**config.mk**
```make
export PLATFORM = sky130hd
export DESIGN_NAME = flash_host_ctrl
export DESIGN_NICKNAME = d
export VERILOG_FILES = /design/src/flash_host_pkg.sv /design/src/flash_bus_cycle.sv /design/src/flash_host_ctrl.sv
export SDC_FILE = /design/constraint.sdc
export NUM_CORES = 1
export LEC_CHECK = 0
export BUFFER_PORTS_ARGS = -buffer_cell sky130_fd_sc_hd__buf_4
export CAP_MARGIN = 20
export CORE_UTILIZATION = 45
export CTS_CLUSTER_DIAMETER = 40
export DETAILED_ROUTE_END_ITERATION = 6
export PLACE_DENSITY = 0.69
export SLEW_MARGIN = 10
export SYNTH_ARGS = -nofsm -noshare
export SYNTH_HDL_FRONTEND = slang
export SYNTH_SLANG_ARGS = --single-unit
```
**constraint.sdc**
```tcl
create_clock -name clk -period 3.1 [get_ports clk]
set_input_delay 0.31 -clock clk [delete_from_list [all_inputs] [get_ports clk]]
set_output_delay 0.31 -clock clk [all_outputs]
set_load 0.05 [all_outputs]
```
**src/flash_host_pkg.sv**
```systemverilog
package flash_host_pkg;
  // bus timing in ns, converted to 20 MHz cycles
  localparam int clk_period_ns = 50;
  localparam int write_pulse_ns = 35;
  localparam int read_access_ns = 70;
  localparam int write_pulse_cycles =
    (write_pulse_ns + clk_period_ns - 1) / clk_period_ns;
  localparam int read_access_cycles =
    (read_access_ns + clk_period_ns - 1) / clk_period_ns;
  localparam int reset_pulse_ns = 500;
  localparam int reset_pulse_cycles =
    (reset_pulse_ns + clk_period_ns - 1) / clk_period_ns;
  localparam int addr_width = 20;
  localparam int data_width = 16;
  localparam int poll_bit = 7;
  localparam int toggle_bit = 6;
  localparam int sector_count = 19;
  // unlock and command codes; plain defaults
  localparam logic [19:0] unlock_addr1 = 20'h00555;
  localparam logic [19:0] unlock_addr2 = 20'h002aa;
  localparam logic [15:0] unlock_data1 = 16'h00aa;
  localparam logic [15:0] unlock_data2 = 16'h0055;
  localparam logic [15:0] cmd_program = 16'h00a0;
  localparam logic [15:0] cmd_bypass_enter = 16'h0020;
  localparam logic [15:0] cmd_bypass_exit1 = 16'h0090;
  localparam logic [15:0] cmd_bypass_exit2 = 16'h0000;
  localparam logic [15:0] cmd_erase_setup = 16'h0080;
  localparam logic [15:0] cmd_chip_erase = 16'h0010;
  localparam logic [15:0] cmd_sector_erase = 16'h0030;
  localparam logic [15:0] cmd_suspend = 16'h00b0;
  localparam logic [15:0] cmd_resume = 16'h0030;
  localparam logic [15:0] cmd_reset = 16'h00f0;

  typedef enum logic [3:0] {
    op_read = 4'h0,
    op_program = 4'h1,
    op_chip_erase = 4'h2,
    op_sector_erase = 4'h3,
    op_suspend = 4'h4,
    op_resume = 4'h5,
    op_bypass_enter = 4'h6,
    op_bypass_exit = 4'h7,
    op_reset = 4'h8,
    op_hw_reset = 4'h9,
    op_standby = 4'ha
  } op_t;

  typedef struct packed {
    op_t op;
    logic [addr_width-1:0] addr;
    logic [data_width-1:0] data;
    logic [sector_count-1:0] sectors;
  } request_t;

  typedef struct packed {
    logic ce_b;
    logic we_b;
    logic oe_b;
    logic reset_b;
    logic byte_b;
    logic [addr_width-1:0] addr;
  } bus_pins_t;
endpackage

```
**src/flash_bus_cycle.sv**
```systemverilog
`timescale 1ns/100ps
`default_nettype none
// one write or read cycle on the flash pins
module flash_bus_cycle #(
  parameter int pulse_cycles = flash_host_pkg::write_pulse_cycles,
  parameter int read_cycles = flash_host_pkg::read_access_cycles
) (
  // clock and reset
  input wire logic clk,
  input wire logic rst_b,
  // request
  input wire logic start,
  input wire logic is_write,
  // pin strobes
  output logic we_b,
  output logic oe_b,
  output logic drive_en_b,
  output logic sample,
  output logic done
);
  localparam int cw = 8;
  logic [cw-1:0] count;
  logic active;
  logic writing;

  initial begin
    if (pulse_cycles < 1 || read_cycles < 1 || pulse_cycles > 200 ||
        read_cycles > 200) begin
      $error("bus cycle counts out of range");
    end
  end

  always_ff @(posedge clk) begin
    if (!rst_b) begin
      active <= 1'b0;
      writing <= 1'b0;
      count <= '0;
      done <= 1'b0;
      sample <= 1'b0;
    end else begin
      done <= 1'b0;
      sample <= 1'b0;
      if (start && !active) begin
        active <= 1'b1;
        writing <= is_write;
        count <= is_write ? cw'(pulse_cycles) : cw'(read_cycles + 1);
      end else if (active) begin
        if (count == 8'h00) begin
          active <= 1'b0;
          done <= 1'b1;
        end else begin
          count <= count - 8'h01;
          if (!writing && count == 8'h01) begin
            sample <= 1'b1;
          end
        end
      end
    end
  end

  // strobes: we low for the pulse, data driven one cycle past it
  always_ff @(posedge clk) begin
    if (!rst_b) begin
      we_b <= 1'b1;
      oe_b <= 1'b1;
      drive_en_b <= 1'b1;
    end else begin
      we_b <= !(active && writing && count != 8'h00);
      oe_b <= !(active && !writing && count != 8'h00);
      drive_en_b <= !(active && writing);
    end
  end
endmodule
`default_nettype wire

```
**src/flash_host_ctrl.sv**
```systemverilog
// Contract
// - host sends every operation except read, hardware reset and standby as write cycles to command register
// - in bypass mode one program takes two writes, otherwise four
// - busy shown on ready/busy pin and on poll and toggle bits
// - erase suspend holds erase; resume command continues it; host sends suspend only after erase completes and the model ignores it
// - host can place device into standby through control inputs
`timescale 1ns/100ps
`default_nettype none
module flash_host_ctrl #(
  parameter int max_sectors = flash_host_pkg::sector_count
) (
  // clock and reset
  input wire logic clk,
  input wire logic rst_b,
  // user request
  input wire logic req_valid,
  input wire flash_host_pkg::request_t req,
  input wire logic byte_mode,
  output logic req_ready,
  output logic rsp_valid,
  output logic [flash_host_pkg::data_width-1:0] rsp_data,
  output logic op_busy,
  output logic suspended,
  // flash pins
  output flash_host_pkg::bus_pins_t pins,
  output logic [flash_host_pkg::data_width-1:0] data_lane_wide_out,
  output logic data_lane_wide_oe_b,
  input wire logic [flash_host_pkg::data_width-1:0] data_lane_wide_in,
  input wire logic ready_busy_out
);
  typedef enum logic [6:0] {
    st_idle = 7'h01,
    st_write = 7'h02,
    st_read = 7'h04,
    st_wait = 7'h08,
    st_poll = 7'h10,
    st_reset = 7'h20,
    st_done = 7'h40
  } state_t;

  localparam int seq_max = 6 + flash_host_pkg::sector_count;
  state_t state;
  flash_host_pkg::request_t cur;
  logic [4:0] step;
  logic [4:0] seq_len;
  logic [4:0] sec_idx;
  logic bypass;
  logic [1:0] rb_sync;
  logic [7:0] rst_count;
  logic [flash_host_pkg::data_width-1:0] last_read;
  logic have_last;
  logic cyc_start;
  logic cyc_write;
  logic we_b;
  logic oe_b;
  logic drive_en_b;
  logic sample;
  logic cyc_done;
  logic [flash_host_pkg::addr_width-1:0] w_addr;
  logic [flash_host_pkg::data_width-1:0] w_data;

  initial begin
    if (max_sectors != flash_host_pkg::sector_count) begin
      $error("sector count must match the array map");
    end
  end

  flash_bus_cycle u_cycle (
    .clk(clk),
    .rst_b(rst_b),
    .start(cyc_start),
    .is_write(cyc_write),
    .we_b(we_b),
    .oe_b(oe_b),
    .drive_en_b(drive_en_b),
    .sample(sample),
    .done(cyc_done)
  );

  // k-th write of a command sequence
  function automatic logic [36:0] seq_word(
    input flash_host_pkg::request_t r, input logic byp,
    input logic [4:0] k, input logic [4:0] sec);
    logic [19:0] a;
    logic [15:0] d;
    a = flash_host_pkg::unlock_addr1;
    d = flash_host_pkg::unlock_data1;
    if (k == 5'd1 || k == 5'd4) begin
      a = flash_host_pkg::unlock_addr2;
      d = flash_host_pkg::unlock_data2;
    end
    case (r.op)
      flash_host_pkg::op_program: begin
        if (byp) begin
          if (k == 5'd0) d = flash_host_pkg::cmd_program;
          else begin
            a = r.addr;
            d = r.data;
          end
        end else if (k == 5'd2) d = flash_host_pkg::cmd_program;
        else if (k == 5'd3) begin
          a = r.addr;
          d = r.data;
        end
      end
      flash_host_pkg::op_chip_erase, flash_host_pkg::op_sector_erase: begin
        if (k == 5'd2) d = flash_host_pkg::cmd_erase_setup;
        else if (k == 5'd5) begin
          if (r.op == flash_host_pkg::op_chip_erase) begin
            d = flash_host_pkg::cmd_chip_erase;
          end else begin
            a = 20'(sec) << 15;
            d = flash_host_pkg::cmd_sector_erase;
          end
        end
      end
      flash_host_pkg::op_bypass_enter: begin
        if (k == 5'd2) d = flash_host_pkg::cmd_bypass_enter;
      end
      flash_host_pkg::op_bypass_exit: begin
        a = r.addr;
        d = (k == 5'd0) ? flash_host_pkg::cmd_bypass_exit1
                        : flash_host_pkg::cmd_bypass_exit2;
      end
      flash_host_pkg::op_suspend: d = flash_host_pkg::cmd_suspend;
      flash_host_pkg::op_resume: d = flash_host_pkg::cmd_resume;
      flash_host_pkg::op_reset: d = flash_host_pkg::cmd_reset;
      default: begin
        a = r.addr;
        d = 16'h0000;
      end
    endcase
    if (byte_mode) d = {8'h00, d[7:0]};
    return {1'b0, a, d};
  endfunction

  function automatic logic [4:0] seq_count(
    input flash_host_pkg::op_t op, input logic byp);
    case (op)
      flash_host_pkg::op_program: return byp ? 5'd2 : 5'd4;
      flash_host_pkg::op_chip_erase: return 5'd6;
      flash_host_pkg::op_sector_erase: return 5'd6;
      flash_host_pkg::op_bypass_enter: return 5'd3;
      flash_host_pkg::op_bypass_exit: return 5'd2;
      default: return 5'd1;
    endcase
  endfunction

  // next chosen sector at or above n; 31 when none
  function automatic logic [4:0] next_sector(
    input logic [flash_host_pkg::sector_count-1:0] s, input logic [4:0] n);
    logic [4:0] r;
    r = 5'd31;
    for (int i = flash_host_pkg::sector_count - 1; i >= 0; i--) begin
      if (s[i] && 5'(i) >= n) r = 5'(i);
    end
    return r;
  endfunction

  assign {w_addr, w_data} = 36'(seq_word(cur, bypass, step, sec_idx));
  assign cyc_write = (state == st_write);

  always_ff @(posedge clk) begin
    if (!rst_b) rb_sync <= 2'b00;
    else rb_sync <= {rb_sync[0], ready_busy_out};
  end

  // main sequencer
  always_ff @(posedge clk) begin
    if (!rst_b) begin
      state <= st_idle;
      cur <= '0;
      step <= '0;
      seq_len <= '0;
      sec_idx <= '0;
      cyc_start <= 1'b0;
      rst_count <= '0;
      have_last <= 1'b0;
      last_read <= '0;
      rsp_valid <= 1'b0;
      rsp_data <= '0;
      req_ready <= 1'b0;
    end else begin
      cyc_start <= 1'b0;
      rsp_valid <= 1'b0;
      req_ready <= 1'b0;
      case (state)
        st_idle: begin
          req_ready <= 1'b1;
          if (req_valid && req_ready) begin
            req_ready <= 1'b0;
            cur <= req;
            step <= '0;
            seq_len <= seq_count(req.op, bypass);
            sec_idx <= next_sector(req.sectors, 5'd0);
            case (req.op)
              flash_host_pkg::op_read: begin
                state <= st_read;
                cyc_start <= 1'b1;
              end
              flash_host_pkg::op_hw_reset: begin
                state <= st_reset;
                rst_count <= 8'(flash_host_pkg::reset_pulse_cycles);
              end
              flash_host_pkg::op_standby: state <= st_done;
              default: begin
                state <= st_write;
                cyc_start <= 1'b1;
              end
            endcase
          end
        end
        st_write: if (cyc_done) begin
          if (step + 5'd1 < seq_len) begin
            step <= step + 5'd1;
            cyc_start <= 1'b1;
          end else if (cur.op == flash_host_pkg::op_sector_erase &&
                       next_sector(cur.sectors, sec_idx + 5'd1) != 5'd31) begin
            sec_idx <= next_sector(cur.sectors, sec_idx + 5'd1);
            cyc_start <= 1'b1;
          end else if (cur.op == flash_host_pkg::op_program ||
                       cur.op == flash_host_pkg::op_chip_erase ||
                       cur.op == flash_host_pkg::op_sector_erase ||
                       cur.op == flash_host_pkg::op_resume) begin
            state <= st_wait;
            have_last <= 1'b0;
          end else state <= st_done;
        end
        st_wait: begin
          state <= st_poll;
          cyc_start <= 1'b1;
        end
        st_read, st_poll: if (sample) begin
          rsp_data <= data_lane_wide_in;
          if (state == st_read) begin
            rsp_valid <= 1'b1;
            state <= st_idle;
          end else begin
            last_read <= data_lane_wide_in;
            have_last <= 1'b1;
            // toggle bit stops toggling and ready pin high: done
            if (have_last && rb_sync[1] &&
                last_read[flash_host_pkg::toggle_bit] ==
                data_lane_wide_in[flash_host_pkg::toggle_bit]) begin
              state <= st_done;
            end else state <= st_wait;
          end
        end
        st_reset: begin
          if (rst_count == 8'h00) state <= st_done;
          else rst_count <= rst_count - 8'h01;
        end
        st_done: begin
          rsp_valid <= 1'b1;
          state <= st_idle;
        end
        default: state <= st_idle;
      endcase
    end
  end

  // bypass mode tracking and suspend status
  always_ff @(posedge clk) begin
    if (!rst_b) begin
      bypass <= 1'b0;
      suspended <= 1'b0;
      op_busy <= 1'b0;
    end else begin
      op_busy <= (state != st_idle);
      if (state == st_done) begin
        if (cur.op == flash_host_pkg::op_bypass_enter) bypass <= 1'b1;
        if (cur.op == flash_host_pkg::op_bypass_exit ||
            cur.op == flash_host_pkg::op_hw_reset) bypass <= 1'b0;
        if (cur.op == flash_host_pkg::op_suspend) suspended <= 1'b1;
        if (cur.op == flash_host_pkg::op_hw_reset) suspended <= 1'b0;
      end
      if (state == st_wait && cur.op == flash_host_pkg::op_resume) begin
        suspended <= 1'b0;
      end
    end
  end

  // pin drive; chip select and strobes are separate
  always_ff @(posedge clk) begin
    if (!rst_b) begin
      pins <= '{ce_b: 1'b1, we_b: 1'b1, oe_b: 1'b1, reset_b: 1'b0,
                byte_b: 1'b1, addr: '0};
      data_lane_wide_out <= '0;
      data_lane_wide_oe_b <= 1'b1;
    end else begin
      pins.we_b <= we_b;
      pins.oe_b <= oe_b;
      pins.ce_b <= (state == st_idle || state == st_done ||
                    state == st_reset);
      pins.reset_b <= (state != st_reset);
      pins.byte_b <= !byte_mode;
      pins.addr <= (state == st_read) ? cur.addr : w_addr;
      data_lane_wide_out <= w_data;
      data_lane_wide_oe_b <= drive_en_b;
    end
  end
endmodule
`default_nettype wire

```
# Yosys cells after proc, flatten, opt, wreduce, memory -nomap -nowiden
# Cells that the tools add are included.
# word_totals
out_inout_bits	62
word_cells	303
ff_bits	178
# op_classes
muxes	119
eq_ne	46
bitwise_logic	3
addsub	4
reduce_logical	75
order_cmp	20
# ops
op	count
$mux 5	47
$mux 20	8
$pmux 16 s7	1
$mux 8	11
$mux 16	4
$mux 7	9
$pmux 20 s3	1
$ge 4x5->1 const A	8
$pmux 7 s5	1
$logic_and 1x1->1	30
$eq 4x3->1 const B	6
$mux 1	23
$pmux 7 s3	1
$ge 3x5->1 const A	4
$ne 2x2->1 const B	10
$pmux 5 s2	2
$eq 4x2->1 const B	4
$eq 4x4->1 const B	4
$logic_not 8->1	2
$pmux 8 s2	1
$sub 8x1->8 const B	2
$ge 5x5->1 const A	3
$pmux 3 s4	1
$reduce_and 2->1	6
other kinds (43)	78

# Longest topological paths before layout
# depth
depth_word	32
ltp_mapped	12
ltp_nobuf	10

# Cells and area by module
# From an unflattened synthesis, not the netlist that was laid out.
# unflattened
hier_cells	1041
hier_area_um2	8353.0
# modules_own_cells
mod	cells_per_inst	area_each_um2	n_inst
flash_host_ctrl	968	7608.5	1
flash_bus_cycle	73	744.5	1

# Worst setup path after synthesis
# OpenSTA, ideal clock, no wires.
# synth_timing
path_type	reg2reg
from	register sec_idx[0]
to	register state[0]
n_path_buf	2
setup_slack_ns	0.204
setup_time_ns	0.096
stages_incl_launch_ff	13
synth_period_minus_slack_ns	2.896
arrival_time_ns	2.800
t_required_ns	3.004
path_cell_list	dfxtp_1 > buf_2 > inv_1 > ha_1 > buf_6 > or3_4 > o21ai_2 > and2b_1 > a31oi_1 > or3_4 > nor3_4 > nor2_2 > o41ai_2
# synth_via
elab_chain_len	30
# synth_lines
element	line	rtl
start, declared	flash_host_ctrl.sv:46	logic [4:0] sec_idx;
start signal, assigned	flash_host_ctrl.sv:195	sec_idx <= next_sector(req.sectors, 5'd0);
start signal, assigned	flash_host_ctrl.sv:219	sec_idx <= next_sector(cur.sectors, sec_idx + 5'd1);
$add 5x1->5 *	flash_host_ctrl.sv:218	next_sector(cur.sectors, sec_idx + 5'd1) != 5'd31) begin
$ge 5x5->1	flash_host_ctrl.sv:155	if (s[i] && 5'(i) >= n) r = 5'(i);
$logic_and 1x1->1	flash_host_ctrl.sv:155	
$mux 4	flash_host_ctrl.sv:155	
$mux 5 (17 in series)	flash_host_ctrl.sv:155	
$mux 5 *	flash_host_ctrl.sv:155	
$mux 5 *	flash_host_ctrl.sv:214	if (step + 5'd1 < seq_len) begin
$mux 5 *	flash_host_ctrl.sv:213	st_write: if (cyc_done) begin
$mux 5 *	flash_host_ctrl.sv:187	case (state)
$mux 5 *	flash_host_ctrl.sv:170	if (!rst_b) begin
$ne 5x5->1 *	flash_host_ctrl.sv:218	
$logic_and 1x1->1 *	flash_host_ctrl.sv:217	end else if (cur.op == flash_host_pkg::op_sector_erase &&
$ne 2x2->1 (no source line) *	-	
$reduce_and 6->1 (no source line) *	-	
end signal, assigned	flash_host_ctrl.sv:225	state <= st_wait;
end signal, assigned	flash_host_ctrl.sv:227	end else state <= st_done;
end signal, assigned	flash_host_ctrl.sv:230	state <= st_poll;
end, declared	flash_host_ctrl.sv:42	state_t state;
# Every way passes the cells marked *; elsewhere a longest branch is shown, timed or not. The select of a mux whose other input is x is not followed.
# A chain may end at the register's enable or synchronous reset.

# Worst setup path in the final report
# layout_timing
from	register sec_idx[1]
to	register state[0]
# The elaborated chain is that of the path after synthesis.

==> reports/results.env <==
WORST-R2R-CELL-COUNT=9
CHIPWIDTH_UM=135
TIMING.HOLD.WS_PS=36.7
INSERTION_DELAY_PS=440
FINAL.SETUP.TNS_PS=0
CLOCK_TREE.HTREE_LEVEL_COUNT=4
GRT_PASS1_VIAS=6696
AVGSYNTHCELLAREA_SQ_UM=8.01
IOS=142
DRIVE_ABOVE_1_SHARE=0.193
GP_CONGESTION=0.890
ANTENNA_CELLS=0
CORE.ROWCOUNT=48
RR_STARTPOINT='sec_idx[1]$_SDFFE_PN0P_'
FINALWORSTPATHREQUIREDPERIOD_PS=2840
SETUP_VIOL_COUNT_FINAL=0
ANTENNA_LEFT=0
CTS_POST_SETUP_BUFFERS_INSERTED=0
FINALMAXSLEWVIOLATIONS=0
MAX_FREQ_GHz=0.352
SYNTH_LARGEST_TYPE_AREA_FRACTION=0.426
MAXCAPVIOLATIONS=0
POSTSYNTHCELLCOUNT=998
TRITONCTS.NUM_BUFFERS=17
I_O_BUFFERS=141
POST-SYNTH-TOP-COUNT-CELL='sky130_fd_sc_hd__nand2_1'
GRTUSAGETOTAL=0.234
CORE_AREA_SQ_UM=17300
SKEW_PS=15.7
ANTENNA_VIOLATIONS_BEFORE_REPAIR=0
FIRST_ITER_VIOLATIONS=599
REG2REG_SLACK_PS=260
SYNTHESIS.YOSYS.WARNINGS=0
POSTSYNTHREGISTERBITS=170
SYNTH_TOP_CELLS_BY_COUNT='176 x sky130_fd_sc_hd__nand2_1, 170 x sky130_fd_sc_hd__dfxtp_1, 114 x sky130_fd_sc_hd__a21oi_1'
CTS_RESIZED=0
NETS=1219
WORST_R2R_ENDPOINT='state[0]$_SDFFE_PN1P_'
CTSLONGESTPATHBUFFERS=2
MAX_SLEW.WORST_PIN.SLEW_PS=915
CLOCKROOTBUFFER='sky130_fd_sc_hd__clkbuf_16'
POST-ROUTE-PERIOD-UTIL=0.917
POST_SYNTH_MAIN_AREA_CONTRIBUTORS='sky130_fd_sc_hd__dfxtp_1 43%, sky130_fd_sc_hd__nand2_1 8.3%, sky130_fd_sc_hd__a21oi_1 7.1%'
CTS.CLK_SLEW.WORST_PATHS_PS=80
STATIC-LEAKAGE-POWER_nW=4.06
POWERDENSITY_nW_PER_UM2=689
CAPTURE_ENDPOINT_OF_THE_WORST_HOLD_PATH='pins[20]$_SDFF_PN1_'
LAYOUT-AREA-OVERHEAD-VS-SYNTH_PCT=23.8
FINALHOLDVIOLATIONS=0
RESIDUAL_OVERFLOW_FROM_GLOBAL_ROUTING=0
ROUTED-VIA-COUNT=7418
CTS_TREE='yes'
SYNTH_ASYNC_SR_FLOP_SHARE=0
P_INT_mW=4.37
RSZ0062_AT_GRT='false'
SYNTHDOMINANTAREACELLTYPE='sky130_fd_sc_hd__dfxtp_1'
DIE-AREA_SQ_UM=18300
DRT-TOTAL-WL_MM=21.4
OUTCOME='complete, no violations'
TIMING.CRITICAL_PATH.REQUIRED_PS=3430
DIE_Y_UM=135
HOLD_BUFFERS=0
SYNTH_ENABLE_FLOP_CELLS=0
DRT_FIRST_PASS_ITERS=6
NET-SWITCHING-POWER_mW=2.45
CRIT_PATH_END_KIND='register'
YOSYS.CELL_TYPES.COUNT=77
ROUTED_WIRELENGTH_NORMALIZED_BY_INSTANCE_COUNT_UM=15.7
VIAS_PER_CELL=5.45
PWR-SHARE-CLK=0.326
MAXIMUM_NUMBER_OF_PINS_ON_ONE_NET_BEFORE_GLOBAL_ROUTE_REPAIR=112
TYPE_OF_ELEMENT_LAUNCHING_THE_CRITICAL_PATH='register'
SYNTH_TOP_FLOP_CELL='sky130_fd_sc_hd__dfxtp_1'
SYNTH-SEQ-AREA-SHARE=0.426
INITIAL_CELL_DENSITY_OF_THE_CORE=0.462
CRITICAL_PATH_CLASS='register to register'
SLEW_HEADROOM=0.374
CTS_NUM_SINKS=170
POWER.SHARE.SWITCHING=0.359
HPWL_MM=15.1
WORST_IR_DROP_VDD_uV=424
DETAIL_ROUTE.DRC_VIOLATIONS=0
WORSTHOLDPATHTYPE='input pin to register'
SYNTH_FP_NETS=1093
STARTPOINT_OF_THE_WORST_HOLD_PATH='byte_mode'
WORST_EP_ARRIVAL_TIME_PS=3170
POWER_FRAC_COMB=0.294
SYNTHESIS.AREA_SQ_UM=7990
MIN_PATH_CELLS=2
CRITICAL_PATH.MAX_FANOUT=11
GLOBAL_ROUTE_WIRE_LENGTH_BEFORE_REPAIR_MM=33.8
TOTAL_POWER_mW=6.82
SEQPWRFRAC=0.380
logic make-up after synthesis:
kind of cell	count (synthesis)	synth area share
flip-flops	170	0.426
AND/OR/NAND/NOR	436	0.262
multiplexers	21	0.0266
adder cells (fa/ha/maj)	16	0.0247
buffers and inverters	80	0.0421
XOR/XNOR	20	0.0219
AO/OA/AOI/OAI	255	0.197
layer usage:
metal / vias to the layer above / track usage / wire, um / share of wire
met1: 3442 / 0.311 / 9860 / 0.46
met4: 0 / 0.0774 / 402 / 0.019
li1: 3731 / - / - / -
met2: 212 / 0.381 / 10000 / 0.47
met5: - / 0 / 0 / 0
met3: 33 / 0.0445 / 1130 / 0.053
placed cells by master (no fill, tap or decap), types with 5 or more instances in the layout:
master / netlist / layout
sky130_fd_sc_hd__a211oi_1: 6 / 6
sky130_fd_sc_hd__a21oi_1: 114 / 114
sky130_fd_sc_hd__a22oi_1: 5 / 5
sky130_fd_sc_hd__a31oi_1: 13 / 13
sky130_fd_sc_hd__and2_1: 18 / 18
sky130_fd_sc_hd__and3_1: 11 / 11
sky130_fd_sc_hd__buf_4: 6 / 160
sky130_fd_sc_hd__clkbuf_16: 0 / 17
sky130_fd_sc_hd__dfxtp_1: 170 / 169
sky130_fd_sc_hd__ha_1: 15 / 15
sky130_fd_sc_hd__inv_1: 25 / 24
sky130_fd_sc_hd__mux2i_1: 19 / 19
sky130_fd_sc_hd__nand2_1: 176 / 176
sky130_fd_sc_hd__nand2b_1: 13 / 13
sky130_fd_sc_hd__nand3_1: 18 / 18
sky130_fd_sc_hd__nand4_1: 10 / 10
sky130_fd_sc_hd__nand4b_1: 6 / 6
sky130_fd_sc_hd__nor2_1: 102 / 102
sky130_fd_sc_hd__nor2b_1: 15 / 15
sky130_fd_sc_hd__nor3_1: 19 / 19
sky130_fd_sc_hd__nor3b_1: 5 / 5
sky130_fd_sc_hd__nor4_1: 7 / 7
sky130_fd_sc_hd__o211ai_1: 14 / 14
sky130_fd_sc_hd__o21a_1: 10 / 10
sky130_fd_sc_hd__o21ai_0: 40 / 39
sky130_fd_sc_hd__o22ai_1: 5 / 5
sky130_fd_sc_hd__o31ai_1: 6 / 6
sky130_fd_sc_hd__or3_1: 8 / 8
sky130_fd_sc_hd__xnor2_1: 6 / 6
sky130_fd_sc_hd__xor2_1: 14 / 14
sequential cells by signal, summed over array words and instances, names as in the netlist, 2 cells and up:
register            count
seq_len                 3
step                    5
rsp_data               16
rst_count               8
pins                   25
state                   7
u_cycle.count           8
sec_idx                 5
data_lane_wide_out     16
cur                    59
rb_sync                 2
area by class of cell:
class	instances	area [sq um]
fill	1622	7400
sequential	170	3400
multi-input combinational	748	4260
clock inverter	14	178
tap	225	282
clock buffer	18	439
timing repair buffer	162	1230
inverter	25	95.1
power by group through the flow:
| stage | logic, mW | clock network (mW) | registers (mW) |
|---|---|---|---|
| floorplan | 1.16 | 0 | 2.86 |
| global placement | 1.97 | 0 | 2.63 |
| detailed placement | 1.98 | 0 | 2.63 |
| CTS | 1.99 | 2.25 | 2.58 |
| global route | 2.18 | 2.34 | 2.61 |
| finish | 2.01 | 2.22 | 2.59 |
stage by stage:
stage / utilization / cell area (sq um) / cells / setup WS (ps)
global route: 0.572 / 9890 / 1362 / 81.6
floorplan: - / 7990 / 998 / 204
CTS: 0.571 / 9880 / 1362 / 73.3
finish: 0.572 / 9890 / 1362 / 257
global placement: 0.535 / 9260 / 1329 / 213
detailed placement: 0.536 / 9270 / 1330 / 136
critical path: stages (launching register included):
cell                      delay, ps
sky130_fd_sc_hd__dfxtp_2        430
sky130_fd_sc_hd__ha_1           380
sky130_fd_sc_hd__or3_4          420
sky130_fd_sc_hd__o21ai_2        180
sky130_fd_sc_hd__and2b_1        160
sky130_fd_sc_hd__a31oi_1        100
sky130_fd_sc_hd__or3_4          440
sky130_fd_sc_hd__nor3_4         190
sky130_fd_sc_hd__nor2_2         100
sky130_fd_sc_hd__o41ai_2        330
how the worst max path moves through the flow:
stage                                         end  slack, ps                     from
after floorplan             state[0]$_SDFFE_PN1P_        200  sec_idx[0]$_SDFFE_PN0P_
after global placement    sec_idx[2]$_SDFFE_PN0P_        210  sec_idx[1]$_SDFFE_PN0P_
after detailed placement    state[0]$_SDFFE_PN1P_        140  sec_idx[1]$_SDFFE_PN0P_
after CTS                   state[0]$_SDFFE_PN1P_         70  sec_idx[1]$_SDFFE_PN0P_
after global routing        state[0]$_SDFFE_PN1P_         80  sec_idx[1]$_SDFFE_PN0P_
final                       state[0]$_SDFFE_PN1P_        260  sec_idx[1]$_SDFFE_PN0P_
No activity file was read; power rests on OpenSTA's default activity.
